## config.mk

```make
export PLATFORM = sky130hd
export DESIGN_NAME = fiq_ctrl
export DESIGN_NICKNAME = d
export VERILOG_FILES = /design/src/fiq_pkg.sv /design/src/fiq_ctrl.sv /design/src/ext_trigger.sv
export SDC_FILE = /design/constraint.sdc
export NUM_CORES = 1
export LEC_CHECK = 0
export BUFFER_PORTS_ARGS = -buffer_cell sky130_fd_sc_hd__buf_4
export CORE_UTILIZATION = 55
export DETAILED_ROUTE_END_ITERATION = 6
export PLACE_DENSITY = 0.74
export SLEW_MARGIN = 0
export SYNTH_ARGS = -nofsm -noshare
export SYNTH_HDL_FRONTEND = slang
export SYNTH_HIERARCHICAL = 1
export SYNTH_SLANG_ARGS = --single-unit
```

## constraint.sdc

```tcl
create_clock -name aclk -period 76.7 [get_ports aclk]
set_input_delay 15.34 -clock aclk [delete_from_list [all_inputs] [get_ports aclk]]
set_output_delay 15.34 -clock aclk [all_outputs]
set_load 0.02 [all_outputs]
```

## src/fiq_pkg.sv

```systemverilog
// Purpose: Shared constants and types for the fast interrupt vector and external trigger block
// Assumes: AXI4-Lite slave, 32-bit data, full 32-bit byte addresses
// Notes: Offsets are byte addresses of aligned words
package fiq_pkg;
    localparam int NSRC = 28;
    localparam int NEXT = 6;
    localparam int NLVL = 8;
    localparam int SRCW = 5;
    localparam int PRIW = 3;
    localparam int BASEW = 16;

    // ==========================================================
    // Register map
    localparam logic [31:0] OFS_NEST_CTRL = 32'hffff0030;
    localparam logic [31:0] OFS_TRIG_SEL = 32'hffff0034;
    localparam logic [31:0] OFS_EDGE_CLR = 32'hffff0038;
    localparam logic [31:0] OFS_FAST_VEC = 32'hffff011c;
    localparam logic [31:0] OFS_FAST_STAT = 32'hffff013c;
    localparam logic [31:0] OFS_VEC_BASE = 32'hffff0140;
    localparam logic [31:0] OFS_FAST_EN = 32'hffff0144;

    // ==========================================================
    // Field positions
    localparam int FAST_NEST_BIT = 1;
    localparam int VEC_IDX_LSB = 2;
    localparam int VEC_BASE_LSB = 7;
    localparam int TRIG_W = 2 * NEXT;
    localparam int CLR_LO_LSB = 19;
    localparam int CLR_LO_N = 4;
    localparam int CLR_HI_LSB = 24;
    // Source index of external input 0; the others follow it
    localparam int EXT_SRC_BASE = 19;

    localparam logic [31:0] RST_WORD = 32'h00000000;
    localparam logic [1:0] RESP_OKAY = 2'b00;
    localparam logic [1:0] RESP_DECERR = 2'b11;

    // ==========================================================
    // Trigger selections
    typedef enum logic [1:0] {
        TRIG_HIGH = 2'b00,
        TRIG_LOW = 2'b01,
        TRIG_RISE = 2'b10,
        TRIG_FALL = 2'b11
    } trig_t;

    typedef enum logic [2:0] {
        REG_NONE,
        REG_NEST_CTRL,
        REG_TRIG_SEL,
        REG_EDGE_CLR,
        REG_FAST_VEC,
        REG_FAST_STAT,
        REG_VEC_BASE,
        REG_FAST_EN
    } reg_sel_t;

    // Winner of the fast priority search
    typedef struct packed {
        logic found;
        logic [SRCW-1:0] idx;
        logic [PRIW-1:0] lvl;
    } pick_t;
endpackage : fiq_pkg

```

## src/fiq_ctrl.sv

```systemverilog
// Purpose: Fast interrupt vector, nesting status and external trigger control
// Assumes: AXI4-Lite slave, one write and one read at a time
// Notes: Source requests and priorities of internal sources come from outside
//
// ==========================================================
module fiq_ctrl
    import fiq_pkg::*;
(
    input wire logic aclk,
    input wire logic aresetn,
    input wire logic [31:0] s_axil_awaddr,
    input wire logic s_axil_awvalid,
    output logic s_axil_awready,
    input wire logic [31:0] s_axil_wdata,
    input wire logic [3:0] s_axil_wstrb,
    input wire logic s_axil_wvalid,
    output logic s_axil_wready,
    output logic [1:0] s_axil_bresp,
    output logic s_axil_bvalid,
    input wire logic s_axil_bready,
    input wire logic [31:0] s_axil_araddr,
    input wire logic s_axil_arvalid,
    output logic s_axil_arready,
    output logic [31:0] s_axil_rdata,
    output logic [1:0] s_axil_rresp,
    output logic s_axil_rvalid,
    input wire logic s_axil_rready,
    input wire logic [NSRC-1:0] src_req,
    input wire logic [NSRC-1:0][PRIW-1:0] src_prio,
    input wire logic [NEXT-1:0] ext_int_in,
    input wire logic normal_req,
    output logic fast_irq,
    output logic normal_irq
);
    // ==========================================================
    // Register state
    logic [1:0] nesting_control_r;
    logic [TRIG_W-1:0] ext_trigger_select_r;
    logic [BASEW-1:0] vector_base_r;
    logic [NSRC-1:0] fast_source_enable_r;
    logic [NLVL-1:0] fast_nesting_status_r;
    logic [NLVL-1:0] fast_nesting_status_nxt;
    logic [NEXT-1:0] ext_edge_clr;
    logic [NEXT-1:0] ext_req;
    logic [NSRC-1:0] all_req;
    logic [31:0] aw_addr_r;
    logic [31:0] w_data_r;
    logic [3:0] w_strb_r;
    logic aw_held_r;
    logic w_held_r;
    logic wr_go;
    logic rd_go;
    reg_sel_t wr_sel;
    reg_sel_t rd_sel;
    pick_t pick;
    logic fast_nest_on;
    logic [31:0] vec_word;
    logic [31:0] wr_cur;
    logic [31:0] wr_word;

    // ==========================================================
    // Helpers
    function automatic reg_sel_t decode(input logic [31:0] addr);
        unique case (addr)
            OFS_NEST_CTRL: decode = REG_NEST_CTRL;
            OFS_TRIG_SEL: decode = REG_TRIG_SEL;
            OFS_EDGE_CLR: decode = REG_EDGE_CLR;
            OFS_FAST_VEC: decode = REG_FAST_VEC;
            OFS_FAST_STAT: decode = REG_FAST_STAT;
            OFS_VEC_BASE: decode = REG_VEC_BASE;
            OFS_FAST_EN: decode = REG_FAST_EN;
            default: decode = REG_NONE;
        endcase
    endfunction : decode

    // Lowest set bit, which is the highest priority level
    function automatic logic [NLVL-1:0] lowest_bit(input logic [NLVL-1:0] v);
        lowest_bit = v & (~v + {{(NLVL-1){1'b0}}, 1'b1});
    endfunction : lowest_bit

    function automatic logic [31:0] merge(input logic [31:0] old, input logic [31:0] d,
                                          input logic [3:0] be);
        merge = old;
        for (int b = 0; b < 4; b++) begin
            if (be[b]) begin
                merge[b*8 +: 8] = d[b*8 +: 8];
            end
        end
    endfunction : merge

    // ==========================================================
    // External inputs
    genvar gi;
    generate
        for (gi = 0; gi < NEXT; gi++) begin : g_ext
            ext_trigger u_trig (
                .aclk(aclk),
                .aresetn(aresetn),
                .pin(ext_int_in[gi]),
                .sel(trig_t'(ext_trigger_select_r[2*gi +: 2])),
                .edge_clr(ext_edge_clr[gi]),
                .req(ext_req[gi])
            );
        end
    endgenerate

    always_comb begin
        all_req = src_req;
        for (int e = 0; e < NEXT; e++) begin
            all_req[EXT_SRC_BASE + e] = src_req[EXT_SRC_BASE + e] | ext_req[e];
        end
    end

    // Edge clear bits skip bit 23
    always_comb begin
        ext_edge_clr = '0;
        if (wr_go && wr_sel == REG_EDGE_CLR) begin
            for (int e = 0; e < NEXT; e++) begin
                if (e < CLR_LO_N) begin
                    ext_edge_clr[e] = w_data_r[CLR_LO_LSB + e] & w_strb_r[(CLR_LO_LSB + e) / 8];
                end else begin
                    ext_edge_clr[e] = w_data_r[CLR_HI_LSB + e - CLR_LO_N]
                                      & w_strb_r[(CLR_HI_LSB + e - CLR_LO_N) / 8];
                end
            end
        end
    end

    // ==========================================================
    // Priority search
    assign fast_nest_on = nesting_control_r[FAST_NEST_BIT];

    always_comb begin
        logic [NLVL-1:0] blk_lowbit;
        logic allowed;
        allowed = 1'b0;
        blk_lowbit = lowest_bit(fast_nesting_status_r);
        pick = '0;
        for (int s = NSRC - 1; s >= 0; s--) begin
            // Blocked when some set level is at or above this source's priority
            allowed = !fast_nest_on || (blk_lowbit == '0)
                      || ((NLVL'(1) << src_prio[s]) < blk_lowbit);
            if (all_req[s] && fast_source_enable_r[s] && allowed) begin
                if (!pick.found || !fast_nest_on || src_prio[s] <= pick.lvl) begin
                    pick.found = 1'b1;
                    pick.idx = SRCW'(s);
                    pick.lvl = src_prio[s];
                end
            end
        end
    end

    always_comb begin
        vec_word = RST_WORD;
        vec_word[VEC_BASE_LSB +: BASEW] = vector_base_r;
        vec_word[VEC_IDX_LSB +: SRCW] = pick.idx;
    end

    // ==========================================================
    // AXI4-Lite write path
    assign wr_go = aw_held_r && w_held_r && !s_axil_bvalid;
    assign wr_sel = decode(aw_addr_r);

    always_ff @(posedge aclk) begin
        if (!aresetn) begin
            aw_held_r <= 1'b0;
            aw_addr_r <= RST_WORD;
            s_axil_awready <= 1'b0;
        end else if (s_axil_awvalid && s_axil_awready) begin
            aw_held_r <= 1'b1;
            aw_addr_r <= s_axil_awaddr;
            s_axil_awready <= 1'b0;
        end else if (wr_go) begin
            aw_held_r <= 1'b0;
        end else begin
            s_axil_awready <= !aw_held_r && !s_axil_bvalid;
        end
    end

    always_ff @(posedge aclk) begin
        if (!aresetn) begin
            w_held_r <= 1'b0;
            w_data_r <= RST_WORD;
            w_strb_r <= '0;
            s_axil_wready <= 1'b0;
        end else if (s_axil_wvalid && s_axil_wready) begin
            w_held_r <= 1'b1;
            w_data_r <= s_axil_wdata;
            w_strb_r <= s_axil_wstrb;
            s_axil_wready <= 1'b0;
        end else if (wr_go) begin
            w_held_r <= 1'b0;
        end else begin
            s_axil_wready <= !w_held_r && !s_axil_bvalid;
        end
    end

    always_ff @(posedge aclk) begin
        if (!aresetn) begin
            s_axil_bvalid <= 1'b0;
            s_axil_bresp <= RESP_OKAY;
        end else if (wr_go) begin
            s_axil_bvalid <= 1'b1;
            s_axil_bresp <= (wr_sel == REG_NONE || wr_sel == REG_FAST_VEC) ? RESP_DECERR : RESP_OKAY;
        end else if (s_axil_bready) begin
            s_axil_bvalid <= 1'b0;
        end
    end

    // ==========================================================
    // Control registers
    // Current word of the target, so a partial strobe keeps the other bytes
    always_comb begin
        unique case (wr_sel)
            REG_NEST_CTRL: wr_cur = {30'h0, nesting_control_r};
            REG_TRIG_SEL: wr_cur = {20'h0, ext_trigger_select_r};
            REG_VEC_BASE: wr_cur = {16'h0, vector_base_r};
            REG_FAST_EN: wr_cur = {4'h0, fast_source_enable_r};
            default: wr_cur = RST_WORD;
        endcase
        wr_word = merge(wr_cur, w_data_r, w_strb_r);
    end

    always_ff @(posedge aclk) begin
        if (!aresetn) begin
            nesting_control_r <= '0;
        end else if (wr_go && wr_sel == REG_NEST_CTRL) begin
            nesting_control_r <= wr_word[FAST_NEST_BIT:0];
        end
    end

    always_ff @(posedge aclk) begin
        if (!aresetn) begin
            ext_trigger_select_r <= '0;
        end else if (wr_go && wr_sel == REG_TRIG_SEL) begin
            ext_trigger_select_r <= wr_word[TRIG_W-1:0];
        end
    end

    always_ff @(posedge aclk) begin
        if (!aresetn) begin
            vector_base_r <= '0;
        end else if (wr_go && wr_sel == REG_VEC_BASE) begin
            vector_base_r <= wr_word[BASEW-1:0];
        end
    end

    always_ff @(posedge aclk) begin
        if (!aresetn) begin
            fast_source_enable_r <= '0;
        end else if (wr_go && wr_sel == REG_FAST_EN) begin
            fast_source_enable_r <= wr_word[NSRC-1:0];
        end
    end

    // ==========================================================
    // Nesting status
    always_comb begin
        fast_nesting_status_nxt = fast_nesting_status_r;
        if (wr_go && wr_sel == REG_FAST_STAT && w_strb_r[0]) begin
            fast_nesting_status_nxt = fast_nesting_status_r & ~lowest_bit(fast_nesting_status_r);
        end
        // Setting wins over a clear in the same cycle
        if (rd_go && rd_sel == REG_FAST_VEC && fast_nest_on && pick.found) begin
            fast_nesting_status_nxt[pick.lvl] = 1'b1;
        end
    end

    always_ff @(posedge aclk) begin
        if (!aresetn) begin
            fast_nesting_status_r <= '0;
        end else begin
            fast_nesting_status_r <= fast_nesting_status_nxt;
        end
    end

    // ==========================================================
    // AXI4-Lite read path
    assign rd_go = s_axil_arvalid && s_axil_arready;
    assign rd_sel = decode(s_axil_araddr);

    always_ff @(posedge aclk) begin
        if (!aresetn) begin
            s_axil_arready <= 1'b0;
        end else begin
            s_axil_arready <= !rd_go && !s_axil_rvalid && !(s_axil_arready && s_axil_arvalid);
        end
    end

    always_ff @(posedge aclk) begin
        if (!aresetn) begin
            s_axil_rvalid <= 1'b0;
            s_axil_rdata <= RST_WORD;
            s_axil_rresp <= RESP_OKAY;
        end else if (rd_go) begin
            s_axil_rvalid <= 1'b1;
            s_axil_rresp <= (rd_sel == REG_NONE) ? RESP_DECERR : RESP_OKAY;
            unique case (rd_sel)
                REG_NEST_CTRL: s_axil_rdata <= {30'h0, nesting_control_r};
                REG_TRIG_SEL: s_axil_rdata <= {20'h0, ext_trigger_select_r};
                REG_FAST_VEC: s_axil_rdata <= vec_word;
                REG_FAST_STAT: s_axil_rdata <= {24'h0, fast_nesting_status_r};
                REG_VEC_BASE: s_axil_rdata <= {16'h0, vector_base_r};
                REG_FAST_EN: s_axil_rdata <= {4'h0, fast_source_enable_r};
                default: s_axil_rdata <= RST_WORD;
            endcase
        end else if (s_axil_rready) begin
            s_axil_rvalid <= 1'b0;
        end
    end

    // ==========================================================
    // Interrupt outputs
    always_ff @(posedge aclk) begin
        if (!aresetn) begin
            fast_irq <= 1'b0;
            normal_irq <= 1'b0;
        end else begin
            fast_irq <= pick.found;
            normal_irq <= normal_req && !pick.found;
        end
    end
endmodule : fiq_ctrl

```

## src/ext_trigger.sv

```systemverilog
// Purpose: One external interrupt input with selectable level or edge trigger
// Assumes: Pin is synchronous to aclk
// Notes: Latched edge stays until cleared by software
module ext_trigger
    import fiq_pkg::*;
(
    input wire logic aclk,
    input wire logic aresetn,
    input wire logic pin,
    input wire trig_t sel,
    input wire logic edge_clr,
    output logic req
);
    logic pin_prev_r;
    logic edge_r;
    logic edge_hit;

    always_comb begin
        unique case (sel)
            TRIG_RISE: edge_hit = pin & ~pin_prev_r;
            TRIG_FALL: edge_hit = ~pin & pin_prev_r;
            default: edge_hit = 1'b0;
        endcase
    end

    always_ff @(posedge aclk) begin
        if (!aresetn) begin
            pin_prev_r <= 1'b0;
        end else begin
            pin_prev_r <= pin;
        end
    end

    // A new edge in the clear cycle survives
    always_ff @(posedge aclk) begin
        if (!aresetn) begin
            edge_r <= 1'b0;
        end else if (edge_hit) begin
            edge_r <= 1'b1;
        end else if (edge_clr) begin
            edge_r <= 1'b0;
        end
    end

    always_ff @(posedge aclk) begin
        if (!aresetn) begin
            req <= 1'b0;
        end else begin
            unique case (sel)
                TRIG_HIGH: req <= pin;
                TRIG_LOW: req <= ~pin;
                TRIG_RISE, TRIG_FALL: req <= edge_r | edge_hit;
            endcase
        end
    end
endmodule : ext_trigger

```

==> impl_metrics.json, run 1 <==
{
  "route.detailed.drc": 5,
  "dieArea_mm2": 0.0355,
  "area_delta_synth_final_pct": 14.1,
  "first_pass_iters": 7,
  "whs_path_depth": 1,
  "max-vdd-ir-drop_mv": 0.0157,
  "final_layout_size_suffix_gt1_share_pct": 15.4,
  "synth.ff_latch_count": 187,
  "post_cts_hold_buffer_count": 0,
  "met2_length_um": 30000,
  "critical_path.reg2reg.startpoint": "fast_nesting_status_r[1]",
  "fin_nets": 3155,
  "insertion_delay_ns": 0.44,
  "cts_num_sinks": 187,
  "nFillCells": 3077,
  "core_area_mm2": 0.0339,
  "cpMaxStageDelayCell": "sky130_fd_sc_hd__or4_4",
  "power_frac_comb_pct": 19.2,
  "timing.hold.worst.class": "reg -> reg",
  "power_frac_clock_pct": 37.0,
  "maximum_number_of_pins_on_one_net_before_global_route_repair": 86,
  "post_cts_resized": 0,
  "routed_via_density": 6.40,
  "maximum_clock_frequency_mhz": 16.3,
  "count_of_mapped_cells_out_of_synthesis": 2550,
  "worst-endpoint-arrival_ns": 61.65,
  "capturing_element_type_of_the_critical_path": "flip-flop",
  "clkTransAtPathRegs_ns": 0.07,
  "cell_internal_pwr_w": 0.000166,
  "failing_checks": "DRC",
  "fin_worst_hold_slack_ns": 0.460,
  "async_reset_ff_share_pct": 0,
  "mostFrequentLayoutCell": "sky130_fd_sc_hd__nand2_1",
  "syn-cell-area_mm2": 0.0191,
  "power.static_leakage_nw": 9.02,
  "gpl.final_weighted_congestion": 0.953,
  "grt_antenna_before_repair": 3,
  "die_w_um": 189,
  "grt_setup_unrepaired": "false",
  "yosysSeqAreaShare_pct": 19.6,
  "hold_viol": 0,
  "io-pin-count": 269,
  "start_util_pct": 56.5,
  "root_buffer": "sky130_fd_sc_hd__clkbuf_16",
  "synth_edf_count": 0,
  "ys.warnings.count": 6,
  "grt_pass1_wl_um": 101000,
  "dr.first_iter.drc_count": 1985,
  "crit-reg2reg-capture": "s_axil_rdata[6]",
  "grt_use_total_pct": 35.3,
  "yosys_most_used_dff": "sky130_fd_sc_hd__dfxtp_1",
  "detailedPlacementHpwl_um": 48400,
  "final.min_clock_period_ns": 61.31,
  "met3_length_um": 5500,
  "min_delay_worst_endpoint": "s_axil_arready",
  "synth_cell_types": 120,
  "slew_viol_final": 0,
  "timing.final.setup_violations": 0,
  "hold_path.startpoint": "s_axil_rvalid",
  "dr_total_vias": 20400,
  "final.setup_skew_ns": 0.0143,
  "cts-buffers-inserted": 17,
  "power_per_cell_area_mw_per_mm2": 10.6,
  "met1_length_um": 26500,
  "max_stage_delay_ns": 0.62,
  "finalCritPeriodShare_pct": 79.9,
  "wirelength_um": 64100,
  "crit_required_ns": 77.05,
  "numPortBuffers": 260,
  "worstRegToRegCells": 211,
  "most-common-layout-cells": "387 x sky130_fd_sc_hd__nand2_1, 278 x sky130_fd_sc_hd__buf_4, 209 x sky130_fd_sc_hd__ha_1, 187 x sky130_fd_sc_hd__dfxtp_1, 139 x sky130_fd_sc_hd__a21oi_1",
  "p_switching_w": 0.0000654,
  "worst_r2r_setup_slack_ns": 29.10,
  "worst_slew_margin_rel_pct": 18.2,
  "fp.dieH_um": 189,
  "cts_max_level": 4,
  "cts_post_setup_buffers_inserted": 0,
  "max_cap_violations": 0,
  "route.detailed.wl_per_inst_um": 20.2,
  "worstSetupStartpointType": "input port",
  "row_cnt": 67,
  "critPathMostFrequentCell": "sky130_fd_sc_hd__ha_1",
  "worst_pin_slew_ns": 1.23,
  "share_seq_of_total_power_pct": 43.7,
  "run_status": "complete, but fails checks",
  "max-clock-path-buffers": 2,
  "top_signal_layer_used": "met5",
  "grt.overflow.total": 0,
  "cts_tree": "built",
  "worst-path-max-fanout": 10,
  "drtAntennaViolNets": 0,
  "criticalPathCategory": "in -> reg",
  "setup_tns_ns": 0,
  "synthesis.area_per_instance_um2": 7.50,
  "switching_share_pct": 28.3,
  "vias_in_the_first_global_route": 19300
}
[metal layers]
layer / vias up / GRT usage (%)
li1: 9813 / -
met1: 9550 / 44.9
met2: 864 / 60.5
met3: 128 / 5.10
met4: 4 / 12.1
met5: - / 0
[logic make-up (layout without fill, tap and decap cells)]
logic type | count (synthesis) | in the layout | synth area share (%)
simple gates | 1072 | 1072 | 28.2
compound gates | 796 | 796 | 30.2
fa+ha+maj | 225 | 225 | 14.5
buf+inv | 212 | 391 | 4.34
flops | 187 | 187 | 19.6
mux | 48 | 48 | 2.69
xor+xnor | 9 | 9 | 0.412
other cells | 1 | 5 | 0.0196
[worst max-delay path: cells and delay by family]
family                     cells  cell delay, ns
buffers and inverters          5            0.52
AOI/OAI and AO/OA             95           19.30
and+or+nand+nor               65           12.70
muxes                         15            5.21
adders and majority gates     30            8.53
[worst max-delay path by stage]
stage                       from  slack [ns]               to
floorplan           src_prio[81]       21.28  s_axil_rdata[5]
global placement    src_prio[82]       16.43  s_axil_rdata[5]
detailed placement  src_prio[82]       15.83  s_axil_rdata[3]
CTS                 src_prio[82]       16.08  s_axil_rdata[6]
global route        src_prio[82]       12.01  s_axil_rdata[5]
finish              src_prio[82]       15.39  s_axil_rdata[6]
[through the flow]
step,area [um^2],worst slack (ns),cells,total power [W],util [%]
floorplan,19100,21.28,2553,0.000130,-
global placement,21300,16.43,3149,0.000145,62.8
detailed placement,21300,15.83,3149,0.000147,62.8
CTS,21800,16.08,3180,0.000231,64.5
finish,21800,15.39,3181,0.000231,64.5
global route,21800,12.01,3181,0.000241,64.5
[power by group through the flow]
stage	combinational [W]	clock [W]	sequential, W
3_5_place_dp	0.0000438	0	0.000103
3_3_place_gp	0.0000421	0	0.000103
5_1_grt	0.0000496	0.0000902	0.000101
4_1_cts	0.0000441	0.0000863	0.000101
6_report	0.0000445	0.0000856	0.000101
2_1_floorplan	0.0000264	0	0.000103
[flip-flops by register name, indices dropped and copies added (netlist names), 2 cells and up]
name	cells
aw_addr_r	32
vector_base_r	16
s_axil_rdata	28
fast_nesting_status_r	8
fast_source_enable_r	28
w_data_r	28
g_ext.u_trig/req	6
g_ext.u_trig/edge_r	6
g_ext.u_trig/pin_prev_r	6
w_strb_r	4
ext_trigger_select_r	12
nesting_control_r	2
[synthesized netlist by cell type (42+ instances only)]
master	number	area share [%]
sky130_fd_sc_hd__nor2b_1	54	1.8
sky130_fd_sc_hd__nand2_1	387	7.6
sky130_fd_sc_hd__a21boi_0	127	5.0
sky130_fd_sc_hd__ha_1	209	14
sky130_fd_sc_hd__o21ai_0	120	3.1
sky130_fd_sc_hd__nor2_1	134	2.6
sky130_fd_sc_hd__and3_1	91	3.0
sky130_fd_sc_hd__clkbuf_1	113	2.2
sky130_fd_sc_hd__a21oi_1	140	3.7
sky130_fd_sc_hd__inv_1	81	1.6
sky130_fd_sc_hd__nand2b_1	42	1.4
sky130_fd_sc_hd__nor3_1	98	2.6
sky130_fd_sc_hd__and2_1	42	1.4
sky130_fd_sc_hd__a21o_1	47	1.8
sky130_fd_sc_hd__dfxtp_1	187	20
sky130_fd_sc_hd__nand3_1	63	1.6
[cell type report]
class,instances,area [um^2],area share (%)
multi-input combinational,2154,14600,66.7
sequential,187,3740,17.1
clock inverter,13,131,0.602
inverter,82,308,1.41
antenna,1,2.50,0.0115
clock buffer,18,429,1.97
tap,448,561,2.57
timing repair buffer,278,2090,9.56
(Power assumes the default switching activity.)
==> inputs of run 2 (changes only) <==
==> constraint.sdc (replaced) <==
create_clock -name aclk -period 62.6 [get_ports aclk]
set_input_delay 12.52 -clock aclk [delete_from_list [all_inputs] [get_ports aclk]]
set_output_delay 12.52 -clock aclk [all_outputs]
set_load 0.02 [all_outputs]
==> run 2 against run 1 <==
  * The flow now finishes without violations
  * Register-to-register slack got worse by 14 ns
  * Clock-buffer cell count increased by 3
  * Flip-flop and latch count unchanged
  * Design area increased by 0.13%
  * Critical path type unchanged
  * Via count decreased by 0.67%
  * Setup slack got worse by 11 ns
  * Non-clock buffer count increased by 2
==> impl_metrics.json, run 2 (synthesis results as in run 1) <==
{
  "run_status": "finished clean",
  "clkTransAtPathRegs_ns": 0.07,
  "nFillCells": 3041,
  "cpMaxStageDelayCell": "sky130_fd_sc_hd__or4_4",
  "grt_setup_unrepaired": "false",
  "vias_in_the_first_global_route": 18900,
  "io-pin-count": 269,
  "crit_required_ns": 62.94,
  "gpl.final_weighted_congestion": 0.925,
  "critPathMostFrequentCell": "sky130_fd_sc_hd__ha_1",
  "dr.first_iter.drc_count": 1798,
  "routed_via_density": 6.35,
  "max-vdd-ir-drop_mv": 0.0255,
  "core_area_mm2": 0.0339,
  "cts_post_setup_buffers_inserted": 0,
  "hold_viol": 0,
  "worstRegToRegCells": 209,
  "grt.overflow.total": 0,
  "top_signal_layer_used": "met4",
  "fp.dieH_um": 189,
  "mostFrequentLayoutCell": "sky130_fd_sc_hd__nand2_1",
  "met2_length_um": 29100,
  "largest_reg_flops": 32,
  "post_cts_hold_buffer_count": 0,
  "worst-endpoint-arrival_ns": 58.74,
  "finalCritPeriodShare_pct": 93.3,
  "detailedPlacementHpwl_um": 47800,
  "met1_length_um": 27200,
  "die_w_um": 189,
  "wirelength_um": 63400,
  "hold_path.startpoint": "s_axil_rvalid",
  "critPathCapture": "s_axil_rdata[5]",
  "timing.final.setup_violations": 0,
  "largest-register": "aw_addr_r",
  "critical_path.reg2reg.startpoint": "fast_nesting_status_r[1]",
  "setup_tns_ns": 0,
  "final.setup_skew_ns": 0.00542,
  "first_pass_iters": 7,
  "dieArea_mm2": 0.0355,
  "cts_num_sinks": 187,
  "root_buffer": "sky130_fd_sc_hd__clkbuf_16",
  "drtAntennaViolNets": 0,
  "maximum_number_of_pins_on_one_net_before_global_route_repair": 95,
  "maximum_clock_frequency_mhz": 17.1,
  "grt_use_total_pct": 35.0,
  "grt_pass1_wl_um": 100000,
  "area_delta_synth_final_pct": 14.3,
  "worst_slew_margin_rel_pct": 21.3,
  "worst_pin_slew_ns": 1.18,
  "worst-path-max-fanout": 10,
  "capturing_element_type_of_the_critical_path": "flip-flop",
  "worst_r2r_setup_slack_ns": 15.04,
  "dr_total_vias": 20200,
  "final.min_clock_period_ns": 58.39,
  "max-clock-path-buffers": 2,
  "cts-buffers-inserted": 17,
  "layout.cell_area.non_filler_mm2": 0.0219,
  "fin_nets": 3157,
  "post_cts_resized": 0,
  "power_per_cell_area_mw_per_mm2": 13.0,
  "crit-reg2reg-capture": "s_axil_rdata[5]",
  "start_util_pct": 56.5,
  "place_area_mm2": 0.0213,
  "timing.hold.worst.class": "reg -> reg",
  "max_stage_delay_ns": 0.61,
  "cts_max_level": 4,
  "row_cnt": 67,
  "insertion_delay_ns": 0.44,
  "numPortBuffers": 260,
  "criticalPathCategory": "in -> reg",
  "grt_antenna_before_repair": 2,
  "route.detailed.drc": 0,
  "slew_viol_final": 0,
  "worstSetupStartpoint": "src_prio[82]",
  "met3_length_um": 4910,
  "power.static_leakage_nw": 9.05,
  "max_cap_violations": 0,
  "final_layout_size_suffix_gt1_share_pct": 15.5,
  "cts_tree": "built",
  "worstSetupStartpointType": "input port",
  "most-common-layout-cells": "387 x sky130_fd_sc_hd__nand2_1, 280 x sky130_fd_sc_hd__buf_4, 209 x sky130_fd_sc_hd__ha_1, 187 x sky130_fd_sc_hd__dfxtp_1, 139 x sky130_fd_sc_hd__a21oi_1",
  "route.detailed.wl_per_inst_um": 19.9
}
-- run 2: cell types whose count changed in the layout (fill, tap and decap cells not counted) --
cell / before / now
sky130_fd_sc_hd__clkinv_2: 2 / 3
sky130_fd_sc_hd__clkinvlp_4: 3 / 0
sky130_fd_sc_hd__clkinv_4: 1 / 3
sky130_fd_sc_hd__clkbuf_1: 1 / 2
sky130_fd_sc_hd__buf_4: 278 / 280
sky130_fd_sc_hd__inv_8: 3 / 2
sky130_fd_sc_hd__inv_6: 3 / 2
sky130_fd_sc_hd__diode_2: 1 / 2
sky130_fd_sc_hd__clkbuf_8: 0 / 2
-- run 2: layer usage --
layer,track usage [%],up-vias
met5,0,-
li1,-,9818
met1,45.6,9449
met2,58.6,834
met3,4.71,121
met4,13.1,0
-- run 2: worst max-delay path, delay by kind of cell --
family	cells	cell delay, ns
multiplexers	15	5.23
AO/OA/AOI/OAI	95	19.87
buffers and inverters	4	0.45
adder cells (fa/ha/maj)	30	8.57
AND/OR/NAND/NOR	64	12.02
-- run 2: power by group --
group	switching [W]	total (W)	internal, W
sequential	0.00000193	0.000124	0.000122
clock	0.0000492	0.000107	0.0000578
combinational	0.0000286	0.0000541	0.0000255
total	0.0000798	0.000285	0.000205
-- run 2: per-stage QoR --
step / total power (W) / hold slack [ns] / util (%) / cells / worst slack (ns)
floorplan: 0.000159 / 0.439 / - / 2553 / 10.00
global placement: 0.000178 / 0.432 / 62.9 / 3151 / 5.12
detailed placement: 0.000180 / 0.444 / 62.9 / 3151 / 4.57
CTS: 0.000285 / 0.455 / 64.6 / 3183 / 4.75
global route: 0.000297 / 0.481 / 64.6 / 3184 / 0.895
finish: 0.000285 / 0.452 / 64.6 / 3185 / 4.21
-- run 2: worst min-delay path by stage --
stage | end | slack, ns | cells after the start
floorplan | aw_addr_r[18] | 0.44 | 2
global placement | s_axil_arready | 0.43 | 1
detailed placement | s_axil_arready | 0.44 | 1
CTS | s_axil_arready | 0.46 | 1
global route | s_axil_arready | 0.48 | 1
finish | s_axil_arready | 0.45 | 1
-- run 2: final cells by class --
cell class / instances / area (um^2) / area share, %
flip-flops and latches: 187 / 3740 / 17.1
clock inverters: 11 / 111 / 0.509
inverters: 82 / 308 / 1.41
clock buffers: 21 / 460 / 2.11
multi-input cells: 2154 / 14600 / 66.7
well taps: 448 / 561 / 2.56
diodes: 2 / 5.00 / 0.0229
repair buffers: 280 / 2100 / 9.61
